### config.mk
export PLATFORM = sky130hd
export DESIGN_NAME = dac_reference_control
export DESIGN_NICKNAME = d
export VERILOG_FILES = /design/src/core/dac_ref_pkg.sv /design/src/core/dac_axil_slave.sv /design/src/core/dac_pin_override.sv /design/src/core/dac_reference_control.sv
export SDC_FILE = /design/constraint.sdc
export NUM_CORES = 1
export LEC_CHECK = 0
export BUFFER_PORTS_ARGS = -buffer_cell sky130_fd_sc_hd__buf_4
export CAP_MARGIN = 20
export CORE_ASPECT_RATIO = 0.7
export CORE_MARGIN = 2
export CORE_UTILIZATION = 47
export DETAILED_ROUTE_END_ITERATION = 8
export MAX_ROUTING_LAYER = met4
export PLACE_DENSITY = 0.81
export SYNTH_ARGS = -nofsm -noshare
export SYNTH_HDL_FRONTEND = slang
export SYNTH_SLANG_ARGS = --single-unit
### constraint.sdc
create_clock -name core_clk_i -period 2.05 [get_ports core_clk_i]
set_input_delay 0.205 -clock core_clk_i [delete_from_list [all_inputs] [get_ports core_clk_i]]
set_output_delay 0.205 -clock core_clk_i [all_outputs]
set_load 0.005 [all_outputs]
### src/core/dac_ref_pkg.sv
// Shared constants, types and decode helpers for the ladder reference control block.
package dac_ref_pkg;
    localparam int ADDR_W = 16;
    localparam int INDEX_W = 14;
    localparam logic [INDEX_W-1:0] CONTROL_INDEX = 14'h0ec6;
    localparam logic [INDEX_W-1:0] LEVEL_INDEX = 14'h0ec7;
    localparam int EN_BIT = 7;
    localparam int OE1_BIT = 5;
    localparam int PSS_LSB = 2;
    localparam int NSS_BIT = 0;
    localparam int LEVEL_W = 5;
    localparam int TAP_COUNT = 32;
    localparam logic [7:0] CONTROL_RESET = 8'h00;
    localparam logic [7:0] LEVEL_RESET = 8'h00;
    localparam logic [7:0] CONTROL_MASK = 8'had;
    localparam logic [7:0] LEVEL_MASK = 8'h1f;
    localparam logic [5:0] ADC_CONVERTER_CHANNEL = 6'h3e;
    localparam logic [1:0] RESP_OKAY = 2'h0;
    localparam logic [1:0] RESP_SLVERR = 2'h2;

    typedef enum logic [1:0] {
        POS_ANALOG_SUPPLY = 2'b00,
        POS_EXTERNAL_PIN = 2'b01,
        POS_FIXED_BUFFER = 2'b10,
        POS_RESERVED = 2'b11
    } positive_source_select_e;

    typedef struct packed {
        logic enable;
        logic pin1_output_enable;
        positive_source_select_e positive_source_select;
        logic negative_source_select;
    } control_s;

    typedef struct packed {
        logic route;
        logic port_oe;
        logic port_out;
        logic pullup_req;
    } pin_ctrl_s;

    function automatic logic [INDEX_W-1:0] reg_index(input logic [ADDR_W-1:0] addr);
        return addr[ADDR_W-1:2];
    endfunction : reg_index

    function automatic logic is_mapped(input logic [INDEX_W-1:0] idx);
        return (idx == CONTROL_INDEX) || (idx == LEVEL_INDEX);
    endfunction : is_mapped
endpackage : dac_ref_pkg

### src/core/dac_axil_slave.sv
// AXI4-Lite slave front end that turns bus transfers into register strobes.
module dac_axil_slave (
    input wire logic core_clk_i,
    input wire logic nrst_i,
    input wire logic [15:0] awaddr_i,
    input wire logic [2:0] awprot_i,
    input wire logic awvalid_i,
    output logic awready_o,
    input wire logic [31:0] wdata_i,
    input wire logic [3:0] wstrb_i,
    input wire logic wvalid_i,
    output logic wready_o,
    output logic [1:0] bresp_o,
    output logic bvalid_o,
    input wire logic bready_i,
    input wire logic [15:0] araddr_i,
    input wire logic [2:0] arprot_i,
    input wire logic arvalid_i,
    output logic arready_o,
    output logic [31:0] rdata_o,
    output logic [1:0] rresp_o,
    output logic rvalid_o,
    input wire logic rready_i,
    output logic wr_pulse_o,
    output logic [13:0] wr_index_o,
    output logic [7:0] wr_data_o,
    output logic wr_lane0_o,
    output logic [13:0] rd_index_o,
    input wire logic [7:0] rd_data_i
);
    logic aw_full_reg;
    logic w_full_reg;
    logic [13:0] aw_index_reg;
    logic [7:0] w_data_reg;
    logic w_lane0_reg;

    // Protection bits carry no meaning here; every access is treated alike.
    assign awready_o = !aw_full_reg && !bvalid_o;
    assign wready_o = !w_full_reg && !bvalid_o;
    assign arready_o = !rvalid_o;
    assign wr_pulse_o = aw_full_reg && w_full_reg && !bvalid_o;
    assign wr_index_o = aw_index_reg;
    assign wr_data_o = w_data_reg;
    assign wr_lane0_o = w_lane0_reg;
    assign rd_index_o = dac_ref_pkg::reg_index(araddr_i);

    always_ff @(posedge core_clk_i or negedge nrst_i) begin
        if (!nrst_i) begin
            aw_full_reg <= 1'b0;
            aw_index_reg <= 14'h0000;
        end else if (awvalid_i && awready_o) begin
            aw_full_reg <= 1'b1;
            aw_index_reg <= dac_ref_pkg::reg_index(awaddr_i);
        end else if (wr_pulse_o) begin
            aw_full_reg <= 1'b0;
        end
    end

    always_ff @(posedge core_clk_i or negedge nrst_i) begin
        if (!nrst_i) begin
            w_full_reg <= 1'b0;
            w_data_reg <= 8'h00;
            w_lane0_reg <= 1'b0;
        end else if (wvalid_i && wready_o) begin
            w_full_reg <= 1'b1;
            w_data_reg <= wdata_i[7:0];
            w_lane0_reg <= wstrb_i[0];
        end else if (wr_pulse_o) begin
            w_full_reg <= 1'b0;
        end
    end

    always_ff @(posedge core_clk_i or negedge nrst_i) begin
        if (!nrst_i) begin
            bvalid_o <= 1'b0;
            bresp_o <= dac_ref_pkg::RESP_OKAY;
        end else if (wr_pulse_o) begin
            bvalid_o <= 1'b1;
            bresp_o <= dac_ref_pkg::is_mapped(aw_index_reg) ? dac_ref_pkg::RESP_OKAY : dac_ref_pkg::RESP_SLVERR;
        end else if (bready_i) begin
            bvalid_o <= 1'b0;
        end
    end

    always_ff @(posedge core_clk_i or negedge nrst_i) begin
        if (!nrst_i) begin
            rvalid_o <= 1'b0;
            rdata_o <= 32'h0000_0000;
            rresp_o <= dac_ref_pkg::RESP_OKAY;
        end else if (arvalid_i && arready_o) begin
            rvalid_o <= 1'b1;
            rdata_o <= {24'h00_0000, rd_data_i};
            rresp_o <= dac_ref_pkg::is_mapped(rd_index_o) ? dac_ref_pkg::RESP_OKAY : dac_ref_pkg::RESP_SLVERR;
        end else if (rready_i) begin
            rvalid_o <= 1'b0;
        end
    end
endmodule : dac_axil_slave

### src/core/dac_pin_override.sv
// Pad override for one reference output pin: takes the pad away from its digital functions.
module dac_pin_override (
    input wire logic core_clk_i,
    input wire logic nrst_i,
    input wire dac_ref_pkg::pin_ctrl_s ctrl_i,
    input wire logic pad_i,
    output logic pad_o,
    output logic pad_oe_o,
    output logic pullup_en_o,
    output logic input_detect_en_o,
    output logic analog_connect_o,
    output logic read_o
);
    logic pad_meta_reg;
    logic pad_sync_reg;

    always_ff @(posedge core_clk_i or negedge nrst_i) begin
        if (!nrst_i) begin
            pad_meta_reg <= 1'b0;
            pad_sync_reg <= 1'b0;
        end else begin
            pad_meta_reg <= pad_i;
            pad_sync_reg <= pad_meta_reg;
        end
    end

    always_ff @(posedge core_clk_i or negedge nrst_i) begin
        if (!nrst_i) begin
            pad_o <= 1'b0;
            pad_oe_o <= 1'b0;
            pullup_en_o <= 1'b0;
            input_detect_en_o <= 1'b0;
            analog_connect_o <= 1'b0;
            read_o <= 1'b0;
        end else begin
            pad_o <= ctrl_i.port_out && !ctrl_i.route;
            pad_oe_o <= ctrl_i.port_oe && !ctrl_i.route;
            pullup_en_o <= ctrl_i.pullup_req && !ctrl_i.route;
            input_detect_en_o <= !ctrl_i.route;
            analog_connect_o <= ctrl_i.route;
            // The analog level would read as noise, so the read is forced low.
            read_o <= pad_sync_reg && !ctrl_i.route;
        end
    end
endmodule : dac_pin_override

### src/core/dac_reference_control.sv
// Register file, ladder tap select and source steering for the 5-bit reference converter.
// What this block does
// - Five-bit level code picks one of 32 ladder taps.
// - Output is negative source plus difference times code over 32.
// - Control bit 7 turns the converter on and off.
// - Control bit 5 connects the level to the first output pin.
// - A routed pin loses its driver, pull-up and input detector.
// - Digital reads of a routed pin return zero.
// - Bits 3:2 pick supply, external pin or fixed buffer; 11 is reserved.
// - Control bit 0 picks external negative pin or analog ground.
// - Converter runs in sleep; wake leaves control contents untouched.
// - Reset disables converter, frees the first pin and clears every field; the second pin follows pin2_output_enable_i.
// - Control at index 0xEC6, level at 0xEC7, code in bits 4:0.
// - Level is offered to comparator, an ADC channel and two pins.
module dac_reference_control (
    input wire logic core_clk_i,
    input wire logic nrst_i,
    input wire logic [15:0] awaddr_i,
    input wire logic [2:0] awprot_i,
    input wire logic awvalid_i,
    output logic awready_o,
    input wire logic [31:0] wdata_i,
    input wire logic [3:0] wstrb_i,
    input wire logic wvalid_i,
    output logic wready_o,
    output logic [1:0] bresp_o,
    output logic bvalid_o,
    input wire logic bready_i,
    input wire logic [15:0] araddr_i,
    input wire logic [2:0] arprot_i,
    input wire logic arvalid_i,
    output logic arready_o,
    output logic [31:0] rdata_o,
    output logic [1:0] rresp_o,
    output logic rvalid_o,
    input wire logic rready_i,
    input wire logic [5:0] adc_channel_select_i,
    input wire logic pin2_output_enable_i,
    input wire logic pin1_port_oe_i,
    input wire logic pin1_port_out_i,
    input wire logic pin1_pullup_req_i,
    input wire logic pin1_pad_i,
    input wire logic pin2_port_oe_i,
    input wire logic pin2_port_out_i,
    input wire logic pin2_pullup_req_i,
    input wire logic pin2_pad_i,
    output logic converter_enable_o,
    output logic [31:0] tap_select_o,
    output logic [4:0] level_code_o,
    output logic [2:0] positive_source_o,
    output logic negative_source_o,
    output logic comparator_ref_valid_o,
    output logic adc_route_o,
    output logic pin1_pad_o,
    output logic pin1_pad_oe_o,
    output logic pin1_pullup_en_o,
    output logic pin1_input_detect_en_o,
    output logic pin1_analog_connect_o,
    output logic pin1_read_o,
    output logic pin2_pad_o,
    output logic pin2_pad_oe_o,
    output logic pin2_pullup_en_o,
    output logic pin2_input_detect_en_o,
    output logic pin2_analog_connect_o,
    output logic pin2_read_o
);
    dac_ref_pkg::control_s control_reg;
    dac_ref_pkg::control_s control_next;
    logic [4:0] level_reg;
    logic [4:0] level_next;
    logic wr_pulse;
    logic [13:0] wr_index;
    logic [7:0] wr_data;
    logic wr_lane0;
    logic [13:0] rd_index;
    logic [7:0] rd_data;
    logic ctrl_write;
    logic level_write;
    dac_ref_pkg::pin_ctrl_s pin1_ctrl;
    dac_ref_pkg::pin_ctrl_s pin2_ctrl;

    dac_axil_slave u_bus (
        .core_clk_i(core_clk_i),
        .nrst_i(nrst_i),
        .awaddr_i(awaddr_i),
        .awprot_i(awprot_i),
        .awvalid_i(awvalid_i),
        .awready_o(awready_o),
        .wdata_i(wdata_i),
        .wstrb_i(wstrb_i),
        .wvalid_i(wvalid_i),
        .wready_o(wready_o),
        .bresp_o(bresp_o),
        .bvalid_o(bvalid_o),
        .bready_i(bready_i),
        .araddr_i(araddr_i),
        .arprot_i(arprot_i),
        .arvalid_i(arvalid_i),
        .arready_o(arready_o),
        .rdata_o(rdata_o),
        .rresp_o(rresp_o),
        .rvalid_o(rvalid_o),
        .rready_i(rready_i),
        .wr_pulse_o(wr_pulse),
        .wr_index_o(wr_index),
        .wr_data_o(wr_data),
        .wr_lane0_o(wr_lane0),
        .rd_index_o(rd_index),
        .rd_data_i(rd_data)
    );

    assign ctrl_write = wr_pulse && wr_lane0 && (wr_index == dac_ref_pkg::CONTROL_INDEX);
    assign level_write = wr_pulse && wr_lane0 && (wr_index == dac_ref_pkg::LEVEL_INDEX);

    always_comb begin
        control_next = control_reg;
        if (ctrl_write) begin
            control_next.enable = wr_data[dac_ref_pkg::EN_BIT];
            control_next.pin1_output_enable = wr_data[dac_ref_pkg::OE1_BIT];
            control_next.positive_source_select =
                dac_ref_pkg::positive_source_select_e'(wr_data[dac_ref_pkg::PSS_LSB +: 2]);
            control_next.negative_source_select = wr_data[dac_ref_pkg::NSS_BIT];
        end
    end

    assign level_next = level_write ? wr_data[dac_ref_pkg::LEVEL_W-1:0] : level_reg;

    // Only a bus write or the device reset moves these; sleep and wake do not touch them.
    always_ff @(posedge core_clk_i or negedge nrst_i) begin
        if (!nrst_i) begin
            control_reg <= dac_ref_pkg::control_s'(dac_ref_pkg::CONTROL_RESET[4:0]);
            level_reg <= dac_ref_pkg::LEVEL_RESET[dac_ref_pkg::LEVEL_W-1:0];
        end else begin
            control_reg <= control_next;
            level_reg <= level_next;
        end
    end

    always_comb begin
        rd_data = 8'h00;
        if (rd_index == dac_ref_pkg::CONTROL_INDEX) begin
            rd_data[dac_ref_pkg::EN_BIT] = control_reg.enable;
            rd_data[dac_ref_pkg::OE1_BIT] = control_reg.pin1_output_enable;
            rd_data[dac_ref_pkg::PSS_LSB +: 2] = control_reg.positive_source_select;
            rd_data[dac_ref_pkg::NSS_BIT] = control_reg.negative_source_select;
        end else if (rd_index == dac_ref_pkg::LEVEL_INDEX) begin
            rd_data[dac_ref_pkg::LEVEL_W-1:0] = level_reg;
        end
    end

    // The analog ladder divides between the two selected sources; this logic only closes one tap,
    // so the output tracks any drift of either source.
    always_ff @(posedge core_clk_i or negedge nrst_i) begin
        if (!nrst_i) begin
            converter_enable_o <= 1'b0;
            tap_select_o <= 32'h0000_0000;
            level_code_o <= 5'h00;
            positive_source_o <= 3'h0;
            negative_source_o <= 1'b0;
        end else begin
            converter_enable_o <= control_next.enable;
            tap_select_o <= control_next.enable ? (32'h0000_0001 << level_next) : 32'h0000_0000;
            level_code_o <= level_next;
            negative_source_o <= control_next.negative_source_select;
            unique case (control_next.positive_source_select)
                dac_ref_pkg::POS_ANALOG_SUPPLY: positive_source_o <= 3'h1;
                dac_ref_pkg::POS_EXTERNAL_PIN: positive_source_o <= 3'h2;
                dac_ref_pkg::POS_FIXED_BUFFER: positive_source_o <= 3'h4;
                dac_ref_pkg::POS_RESERVED: positive_source_o <= 3'h0;
            endcase
        end
    end

    always_ff @(posedge core_clk_i or negedge nrst_i) begin
        if (!nrst_i) begin
            comparator_ref_valid_o <= 1'b0;
            adc_route_o <= 1'b0;
        end else begin
            comparator_ref_valid_o <= control_next.enable;
            adc_route_o <= control_next.enable && (adc_channel_select_i == dac_ref_pkg::ADC_CONVERTER_CHANNEL);
        end
    end

    assign pin1_ctrl = '{route: control_reg.pin1_output_enable, port_oe: pin1_port_oe_i,
                         port_out: pin1_port_out_i, pullup_req: pin1_pullup_req_i};
    assign pin2_ctrl = '{route: pin2_output_enable_i, port_oe: pin2_port_oe_i,
                         port_out: pin2_port_out_i, pullup_req: pin2_pullup_req_i};

    dac_pin_override u_pin1 (
        .core_clk_i(core_clk_i),
        .nrst_i(nrst_i),
        .ctrl_i(pin1_ctrl),
        .pad_i(pin1_pad_i),
        .pad_o(pin1_pad_o),
        .pad_oe_o(pin1_pad_oe_o),
        .pullup_en_o(pin1_pullup_en_o),
        .input_detect_en_o(pin1_input_detect_en_o),
        .analog_connect_o(pin1_analog_connect_o),
        .read_o(pin1_read_o)
    );

    dac_pin_override u_pin2 (
        .core_clk_i(core_clk_i),
        .nrst_i(nrst_i),
        .ctrl_i(pin2_ctrl),
        .pad_i(pin2_pad_i),
        .pad_o(pin2_pad_o),
        .pad_oe_o(pin2_pad_oe_o),
        .pullup_en_o(pin2_pullup_en_o),
        .input_detect_en_o(pin2_input_detect_en_o),
        .analog_connect_o(pin2_analog_connect_o),
        .read_o(pin2_read_o)
    );

    logic first_cycle_reg;

    always_ff @(posedge core_clk_i or negedge nrst_i) begin
        if (!nrst_i) begin
            first_cycle_reg <= 1'b1;
        end else begin
            first_cycle_reg <= 1'b0;
        end
    end

    // Unimplemented bits differ between the two registers, so the read check must know which one answered.
    logic rd_level_reg;

    always_ff @(posedge core_clk_i or negedge nrst_i) begin
        if (!nrst_i) begin
            rd_level_reg <= 1'b0;
        end else if (arvalid_i && arready_o) begin
            rd_level_reg <= (rd_index == dac_ref_pkg::LEVEL_INDEX);
        end
    end
endmodule : dac_reference_control
==> metrics.md, run 1 <==
| Metric | Value |
|---|---|
| Status | completed |
| Slew Limit Headroom | 0.4936 |
| Final core area utilization | 0.6493 |
| Total placed cells including tap cells | 587 |
| Final min period | 1.884 ns |
| Synth area leaders | dfrtp_1 (59%), mux2_2 (8.7%), buf_4 (5.3%) |
| H-tree depth | 3 |
| Reg clk slew, reported paths | 0.06 ns |
| Remaining DRCs | 0 |
| First-pass GRT wire length | 14350 microns |
| Initial Utilization | 0.4871 |
| Cell Area, Synth | 0.004146 sq mm |
| Clock Sinks | 97 |
| Total grt overflow | 0 |
| CTS tree | done |
| Hold/Removal Path Class | input port to register |
| Yosys reg bits | 97 |
| R2r setup slk | 0.17 ns |
| EDFF count, synth | 0 |
| P_leak | 2.769 nW |
| Power per Cell Area | 921.8 mW/mm^2 |
| FP Rows | 28 |
| Clk buf depth | 2 |
| Syn Area/Cell | 12.16 sq um |
| Area delta synth->final | 33.31% |
| Maximum clock rate | 530.7 MHz |
| WP data required | 2.26 ns |
| Die width | 116.3 microns |
| Worst vdd ir | 0.6222 mV |
| Initial antenna violation count | 0 |
| Largest Register | tap_select_o |
| Worst setup SP type | register |
| Worst Skew | 0.008171 ns |
| Max reg flops | 32 |
| Die Y-Extent | 82.59 microns |
| Setup CP Type | register to register |
| Routed WL | 9161 microns |
| Sequential element share of the synthesized area | 0.5854 |
| Placed Instance Area | 0.005190 sq mm |
| Inserted Clock Buffers | 9 |
| Tot Pwr | 5.096 mW |
| TNS Setup | 0 ns |
| Fin cells | 607 |
| Via count | 2913 |
| Hold WS | 0.04953 ns |
| Crit-path slowest cell | o31a_1 |
| Synth cell count leaders | dfrtp_1 (97), nor2_1 (46), mux2_2 (32), buf_4 (29) |
| Pin count of the biggest net entering global routing | 61 |
| Setup violators final | 0 |
| Post-synth top area cell | dfrtp_1 |
| RSZ-0062 raised after global routing | true |
| Tcrit/Tclk final | 0.9191 |
| Root Buffer | clkbuf_16 |
| Ys async rst share | 1.000 |
| Count leader, synth | dfrtp_1 |
| Design area | 0.005528 sq mm |
| Critical Path, Cell by Cell | and4b_1 -> nand4_4 -> o31a_1 -> o22ai_1 -> nor2_1 |
| Final Slew Violations | 0 |
| HPWL Detailed | 6772 microns |
| IO Count | 193 |
| Number of distinct library cells after synthesis | 41 |
| Vias in the first global route | 2914 |
| CP arrival | 2.09 ns |
| CP endpoint kind | register |
| DRT iter0 DRCs | 137 |
| Share of layout cells above drive strength 1 | 0.4107 |
| DRT Pass-1 Iters | 4 |
| CP Max Fanout | 9 |
| Gpl congestion | 0.8478 |
| Fin. Hold Viols | 0 |
| Synth top area share | 0.5854 |
| Ys Warns | 0 |
| Final nets | 578 |
| Final WS setup | 0.1658 ns |
| Layout fillers | 703 |
| Predominant post-synthesis flop cell | dfrtp_1 |
| Post-route ant nets | 0 |
| Diodes inserted | 0 |
| Slowest cell delay on critical path | 0.43 ns |
| Core Region | 0.008513 sq mm |
| Max Cap Viol | 0 |
| Area of the die | 0.009602 sq mm |
| Worst-Skew Late Latency | 0.34 ns |
| Post-DR wirelength/cell | 15.09 microns |
| All-Layer GR Usage | 0.2054 |
| Worst Tran Pin Value | 0.7596 ns |
| Cells after synthesis | 341 |
| Dpl ws | 0.1556 ns |
| Port bufs | 127 |
| Vias per cell | 4.799 |
-- worst paths after layout --
check,start,endpoint,cells after the start
max in group asynchronous,nrst_i,level_code_o[2],3
hold reg to reg,u_pin1.pad_meta_reg,u_pin1.pad_sync_reg,0
hold / removal,bready_i,u_bus.bvalid_o,2
setup / recovery,u_bus.wr_index_o[13],tap_select_o[17],5
setup reg to reg,u_bus.wr_index_o[13],tap_select_o[17],5
min in group asynchronous,nrst_i,u_pin1.pullup_en_o,2
-- what timing repair did --
item,4_1_cts,5_1_grt
gates resized for setup,0,0
buffers inserted,0,0
endpoints found under the hold margin,61,0
setup endpoints to repair,0,11
hold buffers,4,0
-- cell usage in the layout, fill, tap and decap left out, drive strengths merged, types with 6 or more instances in the layout --
cell,Yosys,routed
a21oi,9,9
mux2,32,32
nand2,16,16
mux2i,9,9
o22ai,8,8
buf,36,143
conb,1,27
clkbuf,7,10
dfrtp,97,97
nor2b,16,16
o21ai,8,8
nor2,46,46
inv,6,6
-- worst max-delay path: cells and delay by family (launching register included) --
kind	cells	cell delay (ns)
compound gates	2	0.81
flops	1	0.38
simple gates	3	0.55
-- routing by layer --
| layer | GRT usage | vias to the layer above | share of wire |
|---|---|---|---|
| met5 | - | - | 0 |
| met4 | 0.06786 | 0 | 0.012 |
| met3 | 0.05985 | 11 | 0.087 |
| met2 | 0.3238 | 105 | 0.46 |
| met1 | 0.2583 | 1415 | 0.44 |
| li1 | - | 1382 | - |
-- report_power, final --
group	internal (mW)	total (mW)	switching, mW
sequential	2.20	2.50	0.306
clock	0.949	1.64	0.691
combinational	0.547	0.954	0.407
total	3.69	5.10	1.40
-- cell families after synthesis --
family / Yosys count / synth area share
AOI/OAI and AO/OA: 34 / 0.05371
buffers and inverters: 49 / 0.07544
DFF: 97 / 0.5854
muxes: 41 / 0.1207
other: 1 / 0.0009044
and+or+nand+nor: 119 / 0.1639
-- layout make-up --
class,count,area (sq um),area share
multi-input combinational,221,1504,0.2721
tap,120,150.1,0.02716
timing repair buffer,147,1126,0.2037
sequential,97,2427,0.4391
inverter,6,22.52,0.004074
clock inverter,6,68.82,0.01245
clock buffer,10,229.0,0.04142
Note: power is estimated with default switching activity, not from simulation.
==> run 2: changes to the inputs <==
--- a/config.mk
+++ b/config.mk
@@ -12,7 +12,7 @@
 export CORE_UTILIZATION = 47
 export DETAILED_ROUTE_END_ITERATION = 8
 export MAX_ROUTING_LAYER = met4
-export PLACE_DENSITY = 0.81
+export PLACE_DENSITY = 0.91
 export SYNTH_ARGS = -nofsm -noshare
 export SYNTH_HDL_FRONTEND = slang
 export SYNTH_SLANG_ARGS = --single-unit
==> run 2 against run 1 <==
Non-clock buffer count grew 1. Maximum frequency hardly changed. Count of clock-buffer cells in the layout did not move. Register-to-register slack barely moved. Highest routed layer unchanged. Largest cell class unchanged. Global-route usage rose by 0.85 points. Combinational power down 0.6%. Setup slack got worse by 0.0016 ns. First-iteration DRC count up 15%. Largest power group unchanged.
==> metrics.md, run 2 (synthesis gave the netlist of run 1 again) <==
| Metric | Value |
|---|---|
| Status | completed |
| Setup violators final | 0 (unchanged) |
| Slew Limit Headroom | 0.5968 (+0.1033) |
| Largest Register | tap_select_o |
| Worst Skew | 0.005766 ns (-0.002406 ns) |
| Final WS setup | 0.1642 ns (-0.001602 ns) |
| CP endpoint kind | register |
| Max reg flops | 32 (unchanged) |
| Dpl ws | 0.1530 ns (-0.002588 ns) |
| Most common cell after layout, fill and taps aside | buf_4 |
| Design area | 0.005534 sq mm (+0.11%) |
| Vias in the first global route | 2979 (+2.2%) |
| WP data required | 2.29 ns (+0.03 ns) |
| R2r setup slk | 0.16 ns (about the same) |
| Initial antenna violation count | 0 (unchanged) |
| Most frequent cells in the layout | buf_4 (143), dfrtp_1 (97), nor2_1 (46) |
| Clk buf depth | 2 (unchanged) |
| Setup CP Type | register to register |
| First-pass GRT wire length | 14810 microns (+3.2%) |
| DRT iter0 DRCs | 157 (+15%) |
| HPWL Detailed | 6977 microns (+3.0%) |
| DRT Pass-1 Iters | 4 (unchanged) |
| All-Layer GR Usage | 0.2139 (+0.008526) |
| Remaining DRCs | 0 (unchanged) |
| Diodes inserted | 0 (unchanged) |
| Inserted Clock Buffers | 9 (unchanged) |
| Post-route ant nets | 0 (unchanged) |
| CTS tree | done |
| Vias per cell | 4.873 (+1.5%) |
| Buf/Inv on CP | 0 (unchanged) |
| Total placed cells including tap cells | 587 (unchanged) |
| Area of the die | 0.009602 sq mm (unchanged) |
| CP Max Fanout | 9 (unchanged) |
| P_leak | 2.793 nW (+0.90%) |
| Port bufs | 127 (unchanged) |
| Routed WL | 9471 microns (+3.4%) |
| Fin cells | 608 (+0.16%) |
| Area delta synth->final | 33.46% |
| Root Buffer | clkbuf_16 |
| Max Cap Viol | 0 (unchanged) |
| Top delay family on crit path | simple AND/OR/NAND/NOR gates |
| Reg-to-reg critical path startpoint | u_bus.wr_index_o[8] |
| Worst path depth | 5 (unchanged) |
| Post-DR wirelength/cell | 15.58 microns (+3.2%) |
| Hold/Removal Path Class | input port to register |
| Power per Cell Area | 912.2 mW/mm^2 (-1.0%) |
| Worst vdd ir | 0.8154 mV (+31%) |
| Core Region | 0.008513 sq mm (unchanged) |
| RSZ-0062 raised after global routing | false |
| Reg clk slew, reported paths | 0.07 ns (about the same) |
| Final min period | 1.886 ns (+0.001602 ns) |
| Tcrit/Tclk final | 0.9199 (about the same) |
| Placed Instance Area | 0.005190 sq mm (unchanged) |
| Critical Path, Cell by Cell | and4b_1 -> nand4_4 -> o31a_1 -> or2_1 -> and4_1 |
| Clock Sinks | 97 (unchanged) |
| Crit path from | u_bus.wr_index_o[8] |
| Slowest cell delay on critical path | 0.44 ns (about the same) |
| IO Count | 193 (unchanged) |
| Critical Path Sink | adc_route_o |
| Final nets | 579 (+0.17%) |
| Maximum clock rate | 530.3 MHz (about the same) |
| Initial Utilization | 0.4871 (unchanged) |
| Tot Pwr | 5.048 mW (-0.93%) |
| Worst-Skew Late Latency | 0.34 ns (about the same) |
| TNS Setup | 0 ns (unchanged) |
| CP arrival | 2.12 ns (+0.03 ns) |
| Crit-path slowest cell | o31a_1 |
| Worst setup SP type | register |
| H-tree depth | 3 (unchanged) |
| Final Slew Violations | 0 (unchanged) |
| Via count | 2963 (+1.7%) |
| Share of layout cells above drive strength 1 | 0.4160 (+0.005306) |
| Die width | 116.3 microns (unchanged) |
| Worst Tran Pin Value | 0.6047 ns (-0.1549 ns) |
| Gpl congestion | 0.8400 (-0.92%) |
| Reg2reg end | adc_route_o |
| Reg2Reg Depth | 5 (unchanged) |
| FP Rows | 28 (unchanged) |
| Total grt overflow | 0 (unchanged) |
| Pin count of the biggest net entering global routing | 47 (-23%) |
| Die Y-Extent | 82.59 microns (unchanged) |
| Fin. Hold Viols | 0 (unchanged) |
run 2: changes by cell type in the layout (fill, tap and decap cells not counted), sizes merged:
cell	change
clkinvlp	-1
buf	+1
bufinv	-1
inv	+2
run 2: where the power goes:
part | internal (mW) | switching (mW)
Sequential | 2.19 | 0.302
Clock | 0.872 | 0.731
Combinational | 0.536 | 0.412
run 2: cell type report:
cell class	count	area [sq um]
clock buffers	10	239.0
clock inverters	6	51.30
fillers	681	2979
inverters	6	22.52
multi-input cells	221	1510
flip-flops and latches	97	2427
well taps	120	150.1
repair buffers	148	1134
run 2: metal layers:
metal	GRT usage	part of all wire	vias to the layer above	wire, microns
li1	-	-	1390	-
met1	0.2757	0.46	1449	4353
met2	0.3337	0.46	112	4344
met3	0.06277	0.071	12	669
met4	0.06071	0.011	0	103
met5	-	0	-	0
run 2: worst min path at each step:
| stage | startpoint | endpoint | slack (ns) | cells after the start |
|---|---|---|---|---|
| final | bready_i | u_bus.bvalid_o | 0.05 | 2 |
| after floorplan | nrst_i | adc_route_o | -0.09 | 0 |
| after CTS | pin2_output_enable_i | u_pin2.analog_connect_o | 0.0008 | 1 |
| after detailed placement | nrst_i | u_pin1.input_detect_en_o | 0.24 | 1 |
| after global routing | bready_i | u_bus.bvalid_o | 0.05 | 2 |
| after global placement | nrst_i | u_pin1.analog_connect_o | 0.23 | 1 |
run 2: metrics by stage:
step	hold slack, ns	util
after floorplan	-0.09059	-
after global placement	0.2303	0.6096
after detailed placement	0.2427	0.6096
after CTS	0.0008414	0.6473
after global routing	0.05143	0.6501
final	0.04708	0.6501
run 2: timing repair:
item,4_1_cts,5_1_grt
hold buffers,3,1
setup endpoints to repair,0,24
resized for setup,0,1
endpoints found under the hold margin,45,1
buffers inserted,0,1
